File: config.mk
export PLATFORM = sky130hd
export DESIGN_NAME = rcs_sequencer
export DESIGN_NICKNAME = d
export VERILOG_FILES = /design/src/include/rcs_pkg.sv /design/src/logic/rcs_delay_timer.sv /design/src/logic/rcs_sequencer.sv
export VERILOG_INCLUDE_DIRS = /design/src /design/src/include
export SDC_FILE = /design/constraint.sdc
export NUM_CORES = 1
export LEC_CHECK = 0
export ABC_AREA = 1
export BUFFER_PORTS_ARGS = -buffer_cell sky130_fd_sc_hd__buf_2
export CAP_MARGIN = 25
export CORE_AREA = 4 4 112 114
export DETAILED_ROUTE_END_ITERATION = 7
export DIE_AREA = 0 0 116 118
export MAX_ROUTING_LAYER = met4
export PLACE_DENSITY_LB_ADDON = 0.1
export SLEW_MARGIN = 20
export SYNTH_ARGS = -nofsm -noshare
export SYNTH_HDL_FRONTEND = slang
export SYNTH_HIERARCHICAL = 1
export SYNTH_SLANG_ARGS = --single-unit
export TNS_END_PERCENT = 50
File: constraint.sdc
create_clock -name CLOCK -period 3.3 [get_ports CLOCK]
set_input_delay 0.495 -clock CLOCK [delete_from_list [all_inputs] [get_ports CLOCK]]
set_output_delay 0.495 -clock CLOCK [all_outputs]
set_load 0.01 [all_outputs]
File: src/include/rcs_cfg.svh
`ifndef RCS_CFG_SVH
`define RCS_CFG_SVH
// register offsets (own choice, word index on the plain port)
`define RCS_ADDR_CAUSE 4'h0
`define RCS_ADDR_STATUS 4'h1
`define RCS_ADDR_POWER_UP_TIMER 4'h2
// cause register bit positions
`define RCS_BIT_POR 0
`define RCS_BIT_BOR 1
`define RCS_BIT_IDLE 2
`define RCS_BIT_SLEEP 3
`define RCS_BIT_WATCHDOG_TIMEOUT_FLAG 4
`define RCS_BIT_WDEN 5
`define RCS_BIT_SWR 6
`define RCS_BIT_EXTERNAL_PIN_RESET_FLAG 7
`define RCS_BIT_VREG 8
`define RCS_BIT_CM 9
`define RCS_BIT_ILL 14
`define RCS_BIT_TRAP 15
// implemented bits of the cause register
`define RCS_CAUSE_MASK 16'hc3ff
// value after power-on: power-on and brown-out flags set
`define RCS_CAUSE_POR_VAL 16'h0003
// timing at 20 MHz (50 ns)
`define RCS_CLK_NS 50
`define RCS_TPOR_NS 30000
`define RCS_TBOR_NS 100000
`define RCS_TLOCK_NS 1500000
`define RCS_TFSCM_NS 900000
`define RCS_TPWRT_MS 128
`define RCS_OST_PERIODS 1024
// first fetch address once the clock is ready
`define RCS_RESET_VECTOR 24'h000000
// longest time rounds down
`define RCS_TPOR_CYC (`RCS_TPOR_NS / `RCS_CLK_NS)
`define RCS_TBOR_CYC (`RCS_TBOR_NS / `RCS_CLK_NS)
`define RCS_TFSCM_CYC (`RCS_TFSCM_NS / `RCS_CLK_NS)
`define RCS_TLOCK_CYC (`RCS_TLOCK_NS / `RCS_CLK_NS)
`define RCS_TPWRT_CYC (`RCS_TPWRT_MS * 1000000 / `RCS_CLK_NS)
`endif

File: src/include/rcs_pkg.sv
package rcs_pkg;
    // release sequencer states
    typedef enum logic [2:0] {
        RCS_HOLD = 3'b000,
        RCS_EXT = 3'b001,
        RCS_POWER_UP_TIMER = 3'b010,
        RCS_OST = 3'b011,
        RCS_LOCK = 3'b100,
        RCS_RUN = 3'b101
    } rcs_state_t;
    // clock modes
    typedef enum logic [2:0] {
        RCS_MODE_FRC = 3'b000,
        RCS_MODE_FRCPLL = 3'b001,
        RCS_MODE_XT = 3'b010,
        RCS_MODE_HS = 3'b011,
        RCS_MODE_EC = 3'b100,
        RCS_MODE_XTPLL = 3'b101,
        RCS_MODE_HSPLL = 3'b110,
        RCS_MODE_ECPLL = 3'b111
    } rcs_mode_t;
endpackage : rcs_pkg

File: src/logic/rcs_delay_timer.sv
`include "rcs_cfg.svh"
// loadable down counter; done is high when it has reached zero
module rcs_delay_timer
    import rcs_pkg::*;
(
    input wire logic clk,
    input wire logic rst_n,
    input wire logic load,
    input wire logic [31:0] value,
    output logic done
);
    logic [31:0] cnt_r;
    // count down toward zero, reload on request
    always_ff @(posedge clk or negedge rst_n) begin
        if (!rst_n) begin
            cnt_r <= 32'h0;
        end else if (load) begin
            cnt_r <= value;
        end else if (cnt_r != 32'h0) begin
            cnt_r <= cnt_r - 32'h1;
        end
    end
    // done looks at the count only: the caller's load is built from it
    assign done = (cnt_r == 32'h0);
endmodule : rcs_delay_timer

File: src/logic/rcs_sequencer.sv
// Function
// - reset out while any source active
// - each reset sets its cause flag
// - power-on clears flags except power-on flag; code also sets the brown-out flag and keeps bit 8
// - software writes flags, never causes reset
// - illegal condition sets bit 14
// - configuration mismatch sets bit 9
// - reset instruction sets bit 6
// - brown-out sets bit 1
// - power-up sets bit 0
// - bit 8 keeps regulator on in sleep
// - bit 5 or fuse enables watchdog
// - power-on/brown-out cold, initial clock select
// - other resets warm, keep current clock
// - power-on extension up to 30 us
// - brown-out extension up to 100 us
// - power-up timer then release, oscillator starts
// - crystal modes wait 1024 oscillator periods
// - pll modes wait 1.5 ms lock
// - fetch starts at address zero when ready
// - clock-fail monitor starts 900 us after ready
// - reset instruction resets one cycle only
// - master-clear low resets, sets external flag
//
// The implementer's own choices: the register addresses and the strobed register port.
`include "rcs_cfg.svh"
module rcs_sequencer
    import rcs_pkg::*;
#(
    parameter int unsigned TPWRT_CYC = `RCS_TPWRT_CYC,
    parameter int unsigned TLOCK_CYC = `RCS_TLOCK_CYC,
    parameter int unsigned TFSCM_CYC = `RCS_TFSCM_CYC
) (
    input wire logic CLOCK,
    input wire logic RESET_N,
    input wire logic POWER_ON_DET,
    input wire logic BROWN_OUT_DET,
    input wire logic MASTER_CLEAR_PIN_N,
    input wire logic SOFT_RESET_INSN,
    input wire logic WATCHDOG_TIMEOUT,
    input wire logic CONFIG_MISMATCH,
    input wire logic TRAP_CONFLICT,
    input wire logic ILLEGAL_CONDITION,
    input wire logic SLEEP_ENTERED,
    input wire logic IDLE_ENTERED,
    input wire logic WATCHDOG_FUSE_ENABLE,
    input wire logic CLOCK_FAIL_ENABLE,
    input wire logic [2:0] INITIAL_CLOCK_SELECT,
    input wire logic [2:0] POWER_UP_TIMER_SELECT,
    input wire logic OSC_TICK,
    input wire logic [3:0] ADDR,
    input wire logic [15:0] WDATA,
    input wire logic WRITE,
    input wire logic READ,
    output logic [15:0] RDATA,
    output logic SYSTEM_RESET_OUT,
    output logic COLD_RESET,
    output logic [2:0] CURRENT_CLOCK_SELECT,
    output logic CLOCK_READY,
    output logic [23:0] FETCH_ADDRESS,
    output logic FETCH_START,
    output logic CLOCK_FAIL_MONITOR_ON,
    output logic WATCHDOG_ENABLE,
    output logic REGULATOR_SLEEP_ACTIVE
);
    logic [15:0] reset_cause_control_r;
    logic [15:0] cause_nxt;
    rcs_state_t state_r;
    rcs_state_t state_nxt;
    logic [2:0] current_clock_select_r;
    logic [9:0] ost_cnt_r;
    logic cold_r;
    logic fsm_ready_r;
    logic clock_fail_monitor_wait_r;
    logic tmr_load;
    logic [31:0] tmr_value;
    logic tmr_done;
    logic ready_d_r;

    // pll and crystal mode decode
    function automatic logic mode_pll(input logic [2:0] m);
        mode_pll = (m == RCS_MODE_FRCPLL) || (m == RCS_MODE_XTPLL) || (m == RCS_MODE_HSPLL)
            || (m == RCS_MODE_ECPLL);
    endfunction : mode_pll
    function automatic logic mode_ost(input logic [2:0] m);
        mode_ost = (m == RCS_MODE_XT) || (m == RCS_MODE_HS) || (m == RCS_MODE_XTPLL)
            || (m == RCS_MODE_HSPLL);
    endfunction : mode_ost
    // power-up timer setting: 0 or 128 ms scaled by 2^(sel-7)
    function automatic logic [31:0] power_up_timer_cycles(input logic [2:0] sel);
        power_up_timer_cycles = (sel == 3'h0) ? 32'h0 : (32'(TPWRT_CYC) >> (3'h7 - sel));
    endfunction : power_up_timer_cycles

    logic cold_src;
    logic warm_src;
    logic any_src;
    assign cold_src = POWER_ON_DET || BROWN_OUT_DET;
    assign warm_src = !MASTER_CLEAR_PIN_N || SOFT_RESET_INSN || WATCHDOG_TIMEOUT
        || CONFIG_MISMATCH || TRAP_CONFLICT || ILLEGAL_CONDITION;
    assign any_src = cold_src || warm_src;

    // cause register: software write first, hardware sets win
    always_comb begin
        cause_nxt = reset_cause_control_r;
        if (WRITE && ADDR == `RCS_ADDR_CAUSE) begin
            cause_nxt = WDATA & `RCS_CAUSE_MASK;
        end
        if (POWER_ON_DET) begin
            cause_nxt = `RCS_CAUSE_POR_VAL | (cause_nxt & 16'(1 << `RCS_BIT_VREG));
        end else if (BROWN_OUT_DET) begin
            cause_nxt = cause_nxt | 16'(1 << `RCS_BIT_BOR); // pin flag survives brown-out
            cause_nxt = cause_nxt & ~16'(1 << `RCS_BIT_TRAP) & ~16'(1 << `RCS_BIT_ILL)
                & ~16'(1 << `RCS_BIT_CM) & ~16'(1 << `RCS_BIT_SWR) & ~16'(1 << `RCS_BIT_WATCHDOG_TIMEOUT_FLAG)
                & ~16'(1 << `RCS_BIT_SLEEP) & ~16'(1 << `RCS_BIT_IDLE);
        end
        if (!MASTER_CLEAR_PIN_N) cause_nxt[`RCS_BIT_EXTERNAL_PIN_RESET_FLAG] = 1'b1;
        if (SOFT_RESET_INSN) cause_nxt[`RCS_BIT_SWR] = 1'b1;
        if (WATCHDOG_TIMEOUT) cause_nxt[`RCS_BIT_WATCHDOG_TIMEOUT_FLAG] = 1'b1;
        if (CONFIG_MISMATCH) cause_nxt[`RCS_BIT_CM] = 1'b1;
        if (TRAP_CONFLICT) cause_nxt[`RCS_BIT_TRAP] = 1'b1;
        if (ILLEGAL_CONDITION) cause_nxt[`RCS_BIT_ILL] = 1'b1;
        if (SLEEP_ENTERED) cause_nxt[`RCS_BIT_SLEEP] = 1'b1;
        if (IDLE_ENTERED) cause_nxt[`RCS_BIT_IDLE] = 1'b1;
    end

    // flags only change here, so warm resets leave them standing
    always_ff @(posedge CLOCK or negedge RESET_N) begin
        if (!RESET_N) begin
            reset_cause_control_r <= `RCS_CAUSE_POR_VAL;
        end else begin
            reset_cause_control_r <= cause_nxt;
        end
    end

    assign REGULATOR_SLEEP_ACTIVE = reset_cause_control_r[`RCS_BIT_VREG];
    assign WATCHDOG_ENABLE = WATCHDOG_FUSE_ENABLE || reset_cause_control_r[`RCS_BIT_WDEN];

    // read port: data one cycle after the read strobe
    always_ff @(posedge CLOCK or negedge RESET_N) begin
        if (!RESET_N) begin
            RDATA <= 16'h0;
        end else if (READ) begin
            case (ADDR)
                `RCS_ADDR_CAUSE: RDATA <= reset_cause_control_r;
                `RCS_ADDR_STATUS: RDATA <= {8'h0, CLOCK_FAIL_MONITOR_ON, CLOCK_READY, cold_r,
                    current_clock_select_r, state_r[1:0]};
                default: RDATA <= 16'h0;
            endcase
        end else begin
            RDATA <= 16'h0;
        end
    end

    // cold flag remembers the kind of the last reset; a warm source cannot cut a cold sequence short
    always_ff @(posedge CLOCK or negedge RESET_N) begin
        if (!RESET_N) begin
            cold_r <= 1'b1;
        end else if (cold_src) begin
            cold_r <= 1'b1;
        end else if (warm_src && state_r == RCS_RUN) begin
            cold_r <= 1'b0;
        end
    end

    // clock source: reloaded from the initial select on cold reset only
    always_ff @(posedge CLOCK or negedge RESET_N) begin
        if (!RESET_N) begin
            current_clock_select_r <= 3'h0;
        end else if (cold_src || state_r == RCS_HOLD && cold_r) begin
            current_clock_select_r <= INITIAL_CLOCK_SELECT;
        end
    end

    // release sequencer
    always_comb begin
        state_nxt = state_r;
        tmr_load = 1'b0;
        tmr_value = 32'h0;
        if (any_src) begin
            state_nxt = RCS_HOLD;
        end else begin
            case (state_r)
                RCS_HOLD: begin
                    if (cold_r) begin
                        state_nxt = RCS_EXT;
                        tmr_load = 1'b1;
                        tmr_value = reset_cause_control_r[`RCS_BIT_POR] ?
                            32'(`RCS_TPOR_CYC) : 32'(`RCS_TBOR_CYC);
                    end else begin
                        state_nxt = RCS_RUN;
                    end
                end
                RCS_EXT: if (tmr_done) begin
                    state_nxt = RCS_POWER_UP_TIMER;
                    tmr_load = 1'b1;
                    tmr_value = power_up_timer_cycles(POWER_UP_TIMER_SELECT);
                end
                RCS_POWER_UP_TIMER: if (tmr_done) begin
                    state_nxt = mode_ost(current_clock_select_r) ? RCS_OST : RCS_LOCK;
                    tmr_load = 1'b1;
                    tmr_value = mode_pll(current_clock_select_r) ? 32'(TLOCK_CYC) : 32'h0;
                end
                RCS_OST: if (ost_cnt_r == 10'(`RCS_OST_PERIODS - 1) && OSC_TICK) begin
                    state_nxt = RCS_LOCK;
                    tmr_load = 1'b1;
                    tmr_value = mode_pll(current_clock_select_r) ? 32'(TLOCK_CYC) : 32'h0;
                end
                RCS_LOCK: if (tmr_done) state_nxt = RCS_RUN;
                RCS_RUN: state_nxt = RCS_RUN;
                default: state_nxt = RCS_HOLD;
            endcase
        end
    end

    always_ff @(posedge CLOCK or negedge RESET_N) begin
        if (!RESET_N) begin
            state_r <= RCS_HOLD;
        end else begin
            state_r <= state_nxt;
        end
    end

    // oscillator start-up timer counts oscillator ticks
    always_ff @(posedge CLOCK or negedge RESET_N) begin
        if (!RESET_N) begin
            ost_cnt_r <= 10'h0;
        end else if (state_r != RCS_OST) begin
            ost_cnt_r <= 10'h0;
        end else if (OSC_TICK) begin
            ost_cnt_r <= ost_cnt_r + 10'h1;
        end
    end

    rcs_delay_timer u_timer (
        .clk(CLOCK),
        .rst_n(RESET_N),
        .load(tmr_load),
        .value(tmr_value),
        .done(tmr_done)
    );

    // second counter for the clock-fail monitor delay
    logic [31:0] clock_fail_monitor_cnt_r;
    always_ff @(posedge CLOCK or negedge RESET_N) begin
        if (!RESET_N) begin
            clock_fail_monitor_cnt_r <= 32'h0;
            clock_fail_monitor_wait_r <= 1'b0;
        end else if (state_r != RCS_RUN || !CLOCK_FAIL_ENABLE) begin
            clock_fail_monitor_cnt_r <= 32'h0;
            clock_fail_monitor_wait_r <= 1'b0;
        end else if (clock_fail_monitor_cnt_r < 32'(TFSCM_CYC)) begin
            clock_fail_monitor_cnt_r <= clock_fail_monitor_cnt_r + 32'h1;
        end else begin
            clock_fail_monitor_wait_r <= 1'b1;
        end
    end

    // ready flags and fetch start pulse
    always_ff @(posedge CLOCK or negedge RESET_N) begin
        if (!RESET_N) begin
            fsm_ready_r <= 1'b0;
            ready_d_r <= 1'b0;
        end else begin
            fsm_ready_r <= state_nxt == RCS_RUN;
            ready_d_r <= fsm_ready_r;
        end
    end

    assign SYSTEM_RESET_OUT = state_r != RCS_RUN;
    assign CLOCK_READY = fsm_ready_r;
    assign FETCH_START = fsm_ready_r && !ready_d_r;
    assign FETCH_ADDRESS = `RCS_RESET_VECTOR;
    assign CLOCK_FAIL_MONITOR_ON = clock_fail_monitor_wait_r;
    assign COLD_RESET = cold_r;
    assign CURRENT_CLOCK_SELECT = current_clock_select_r;

    // reset output follows every source
    a_reset_follows_src: assert property (@(posedge CLOCK) disable iff (!RESET_N)
        any_src |=> SYSTEM_RESET_OUT)
        else $error("reset out not asserted");

    // each source leaves its own flag set
    a_por_flag_set: assert property (@(posedge CLOCK) disable iff (!RESET_N)
        POWER_ON_DET |=> reset_cause_control_r[`RCS_BIT_POR] && reset_cause_control_r[`RCS_BIT_BOR])
        else $error("power-on flag not set");
    a_bor_flag_set: assert property (@(posedge CLOCK) disable iff (!RESET_N)
        BROWN_OUT_DET |=> reset_cause_control_r[`RCS_BIT_BOR])
        else $error("brown-out flag");
    a_swr_flag_set: assert property (@(posedge CLOCK) disable iff (!RESET_N)
        SOFT_RESET_INSN |=> reset_cause_control_r[`RCS_BIT_SWR])
        else $error("software flag");
    a_cm_flag_set: assert property (@(posedge CLOCK) disable iff (!RESET_N)
        CONFIG_MISMATCH |=> reset_cause_control_r[`RCS_BIT_CM])
        else $error("mismatch flag");
    a_ill_flag_set: assert property (@(posedge CLOCK) disable iff (!RESET_N)
        ILLEGAL_CONDITION |=> reset_cause_control_r[`RCS_BIT_ILL])
        else $error("illegal flag");
    a_external_pin_reset_flag_flag_set: assert property (@(posedge CLOCK) disable iff (!RESET_N)
        !MASTER_CLEAR_PIN_N |=> reset_cause_control_r[`RCS_BIT_EXTERNAL_PIN_RESET_FLAG] && SYSTEM_RESET_OUT)
        else $error("pin reset flag");
    a_trap_flag_set: assert property (@(posedge CLOCK) disable iff (!RESET_N)
        TRAP_CONFLICT |=> reset_cause_control_r[`RCS_BIT_TRAP])
        else $error("trap flag");
    a_watchdog_timeout_flag_flag_set: assert property (@(posedge CLOCK) disable iff (!RESET_N)
        WATCHDOG_TIMEOUT |=> reset_cause_control_r[`RCS_BIT_WATCHDOG_TIMEOUT_FLAG])
        else $error("watchdog flag");

    // power-on wipes flags that no source sets again
    a_por_clears: assert property (@(posedge CLOCK) disable iff (!RESET_N)
        POWER_ON_DET && !TRAP_CONFLICT |=> !reset_cause_control_r[`RCS_BIT_TRAP])
        else $error("power-on did not clear");

    // software access never resets and drives the control bits
    a_write_no_reset: assert property (@(posedge CLOCK) disable iff (!RESET_N)
        WRITE && !any_src && !SYSTEM_RESET_OUT |=> !SYSTEM_RESET_OUT)
        else $error("write caused reset");
    a_vreg_follows_write: assert property (@(posedge CLOCK) disable iff (!RESET_N)
        WRITE && ADDR == `RCS_ADDR_CAUSE && !POWER_ON_DET && !BROWN_OUT_DET
        |=> REGULATOR_SLEEP_ACTIVE == $past(WDATA[`RCS_BIT_VREG]))
        else $error("regulator bit not written");
    a_wdt_fuse: assert property (@(posedge CLOCK) disable iff (!RESET_N)
        WATCHDOG_FUSE_ENABLE |-> WATCHDOG_ENABLE)
        else $error("fuse ignored");

    // clock source on cold and warm resets, flags kept across warm ones
    a_cold_loads_sel: assert property (@(posedge CLOCK) disable iff (!RESET_N)
        cold_src |=> CURRENT_CLOCK_SELECT == $past(INITIAL_CLOCK_SELECT))
        else $error("cold reset kept clock");
    a_warm_keeps_clk: assert property (@(posedge CLOCK) disable iff (!RESET_N)
        warm_src && !cold_src && !cold_r |=> $stable(current_clock_select_r))
        else $error("warm changed clock");
    a_flags_survive_warm: assert property (@(posedge CLOCK) disable iff (!RESET_N)
        warm_src && !cold_src && !WRITE |=> (reset_cause_control_r & $past(reset_cause_control_r))
            == $past(reset_cause_control_r))
        else $error("warm reset lost a flag");

    // release sequence timing
    a_warm_quick: assert property (@(posedge CLOCK) disable iff (!RESET_N)
        SOFT_RESET_INSN && !SYSTEM_RESET_OUT ##1 !any_src [*2] |-> !SYSTEM_RESET_OUT)
        else $error("warm release slow");
    a_ost_holds: assert property (@(posedge CLOCK) disable iff (!RESET_N)
        state_r == RCS_OST |=> !CLOCK_READY)
        else $error("ready during start-up count");
    a_ready_fetch: assert property (@(posedge CLOCK) disable iff (!RESET_N)
        $rose(CLOCK_READY) |-> FETCH_START && FETCH_ADDRESS == `RCS_RESET_VECTOR)
        else $error("no vector fetch at ready");
    a_monitor_after_ready: assert property (@(posedge CLOCK) disable iff (!RESET_N)
        $rose(CLOCK_FAIL_MONITOR_ON) |-> CLOCK_READY && $past(CLOCK_READY, 8))
        else $error("monitor started early");
endmodule : rcs_sequencer

==> run_results.csv <==
group,metric,value,unit
timing,drv_slew,0,
global_routing,grt_pass1_wl,23500,um
global_routing,grt_max_degree,71,
pwr,powerDensity,430,mW/mm2
final_layout,nets,1016,
synth,ys_top_cells_by_area,"dfrtp_1, nand2_1, nor2_1, nand3_1, inv_1",
clock_tree,root_buffer,"clkbuf_16",
global_routing,grt_overflow,0,
clock_tree,cts_buffers,9,
setup_path,cp.arrival,3.24,ns
timing,final.period_utilization,90.4,%
die,die_area,0.0137,mm2
final_layout,layout_common_cells,"nand2_1, nor2_1, dfrtp_1",
synth,postSynthCellCount,889,
die,core,0.0114,mm2
clock_tree,clock_latency,0.36,ns
final_layout,final_area,0.00725,mm2
die,rows,39,
clock_tree,cts.path.max_buffers,2,
synth,synth-seq-area-share,41.9,%
clock_tree,htreeDepth,3,
route,vias,5630,
placed_design,place.gp.congestion,0.892,
clock_tree,cts_hold_buffers,0,
pwr,p_sw,0.000908,W
route,route.detailed.drc,0,
synth,syn_area,0.00652,mm2
route,firstDrtPassIters,5,
placed_design,portBuffers,64,
die,initial_core_util,57.1,%
placed_design,dp.cells,1098,
synth,synth_area_leader_cell,"dfrtp_1",
synth,synth_top_cell_area_share,40.7,%
die,die_x,116,um
final_layout,fin_cells,1115,
pwr,p_comb_share,15.9,%
route,avgRoutedWirePerCell,12.7,um
timing,tightest_slew,0.751,ns
clock_tree,cts_tree,"built",
timing,finalSetupTns,0,ns
timing,clock-skew-final,0.00780,ns
placed_design,postPlaceCellArea,0.00694,mm2
placed_design,dp_hpwl,10600,um
setup_path,worstSetupPathType,"reg -> reg",
pwr,swShare,29.1,%
clock_tree,postCtsResizedCells,0,
timing,hold_viol,0,
setup_path,start_kind,"register",
route,vias_per_cell,5.05,
route,antenna_left,0,
pwr,p_int,0.00221,W
synth,ys_warn_count,6,
global_routing,track_usage,21.8,%
setup_path,path_max_fanout,20,
pwr,ir_drop,568,uV
die,die_h,118,um
clock_tree,cts_sinks,109,
job,cap_violations,0,
timing,rsz0062_at_grt,"yes",
timing,finalSetupViolCount,0,
clock_tree,cts_setup_buffers,0,
pwr,p_clk_share,35.9,%
min_path,hold_class,"in -> async",
timing,fin_crit,2.98,ns
synth,avgSynthCellArea,7.34,um2
global_routing,antenna_found_initial,0,
final_layout,drive_gt1_share,14.3,%
pwr,power.sequential.fraction,48.2,%
timing,fmaxAchievable,0.335,GHz
synth,ys_ff_latch,109,
route,totalWireLength,14200,um
pwr,finalPower,0.00312,W
final_layout,final_common_cell,"nand2_1",
synth,yosysUniqueCellTypes,43,
setup_path,endpoint_kind,"register",
route,drtIter0Drc,512,
outcome,status,"finished clean",
setup_path,cp.required,3.56,ns
global_routing,grt_pass1_vias,4951,
die,num_io_pins,93,
pwr,power_leakage,3.69,nW
timing,slew_headroom,49.8,%
clock_tree,clkTransAtPathRegs,0.08,ns
final_layout,syn_to_final_growth,11.1,%
==> through the flow <==
stage / setup slack [ns] / hold slack, ns / utilization (%)
after global placement: 0.326 / 0.431 / 60.8
after CTS: 0.300 / 0.131 / 63.5
after floorplan: 0.607 / 0.199 / -
after global routing: -0.0112 / 0.148 / 63.5
after detailed placement: 0.309 / 0.433 / 60.8
final: 0.317 / 0.116 / 63.5
==> logic make-up after synthesis <==
kind of cell,synth area share (%)
xor+xnor,2.95
other cells,0.0575
flops,41.9
buf+inv,10.7
compound gates,6.94
simple gates,36.2
fa+ha+maj,1.34
==> sequential cells by signal, indices dropped and copies added, names as in the netlist, 3 cells and up <==
name / count
state_r: 3
CURRENT_CLOCK_SELECT: 3
RDATA: 13
reset_cause_control_r: 12
clock_fail_monitor_cnt_r: 32
ost_cnt_r: 10
u_timer/cnt_r: 32
==> critical path, stage by stage, from the launching register on <==
cell and delay [ns]:
dfrtp_1 0.38, inv_1 0.10, ha_1 0.24, nand2_4 0.12, nor2_8 0.12, nand4_1 0.11, nor3_1 0.21, buf_4 0.17
inv_1 0.04, nor3_1 0.25, inv_1 0.07, nand2_1 0.09, o21ai_0 0.08, inv_1 0.09, inv_1 0.26, or2_2 0.37
nand2_1 0.06, inv_1 0.04, nand2_1 0.04, inv_1 0.04
==> synthesized netlist by cell type, drive strengths merged <==
master,number
inv,101
a21oi,21
o211ai,4
o21ai,46
xnor2,5
ha,7
o21a,1
nor2,150
buf,38
nand4,16
a31oi,5
nor3b,3
dfrtp,106
clkinv,2
or2,3
nor4b,1
nand3,89
clkbuf,6
conb,1
and3,2
nand2,235
xor2,17
o21bai,4
nor4,1
nand3b,6
nor3,16
dfstp,3
==> metal layers <==
layer	vias to the layer above	track usage (%)	wire length, um
met5	-	-	0
met3	10	5.45	996
li1	2916	-	-
met4	0	4.35	125
met2	157	30.9	6250
met1	2547	31.9	6840
==> final timing paths <==
check / start / end / slack (ns) / cells past startpoint
worst max-delay path: u_timer/cnt_r[0]$_DFFE_PN0P_ / u_timer/cnt_r[28]$_DFFE_PN0P_ / 0.32 / 19
worst min-delay path: RESET_N / RDATA[13]$_DFF_PN0_ / 0.12 / 1
worst max register to register: u_timer/cnt_r[0]$_DFFE_PN0P_ / u_timer/cnt_r[28]$_DFFE_PN0P_ / 0.32 / 19
worst min register to register: CLOCK_READY$_DFF_PN0_ / ready_d_r$_DFF_PN0_ / 0.46 / 0
max in group asynchronous: RESET_N / u_timer/cnt_r[30]$_DFFE_PN0P_ / 2.44 / 2
min in group CLOCK: IDLE_ENTERED / reset_cause_control_r[2]$_DFFE_PN0P_ / 0.34 / 2
==> layout make-up <==
type,count,area [um2]
Fill cell,1034,4170
Clock buffer,9,225
Antenna cell,1,2.50
Tap cell,143,179
Sequential cell,109,2730
Inverter,103,392
Multi-Input combinational cell,670,3230
Timing Repair Buffer,73,403
Clock inverter,7,82.6
==> power groups by stage <==
stage	clock, W	sequential, W	combinational (W)
final	0.00112	0.00150	0.000496
after global routing	0.00119	0.00151	0.000566
after floorplan	0	0.00151	0.000381
after CTS	0.00114	0.00150	0.000497
after detailed placement	0	0.00152	0.000496
after global placement	0	0.00153	0.000485
(Power assumes the default switching activity.)
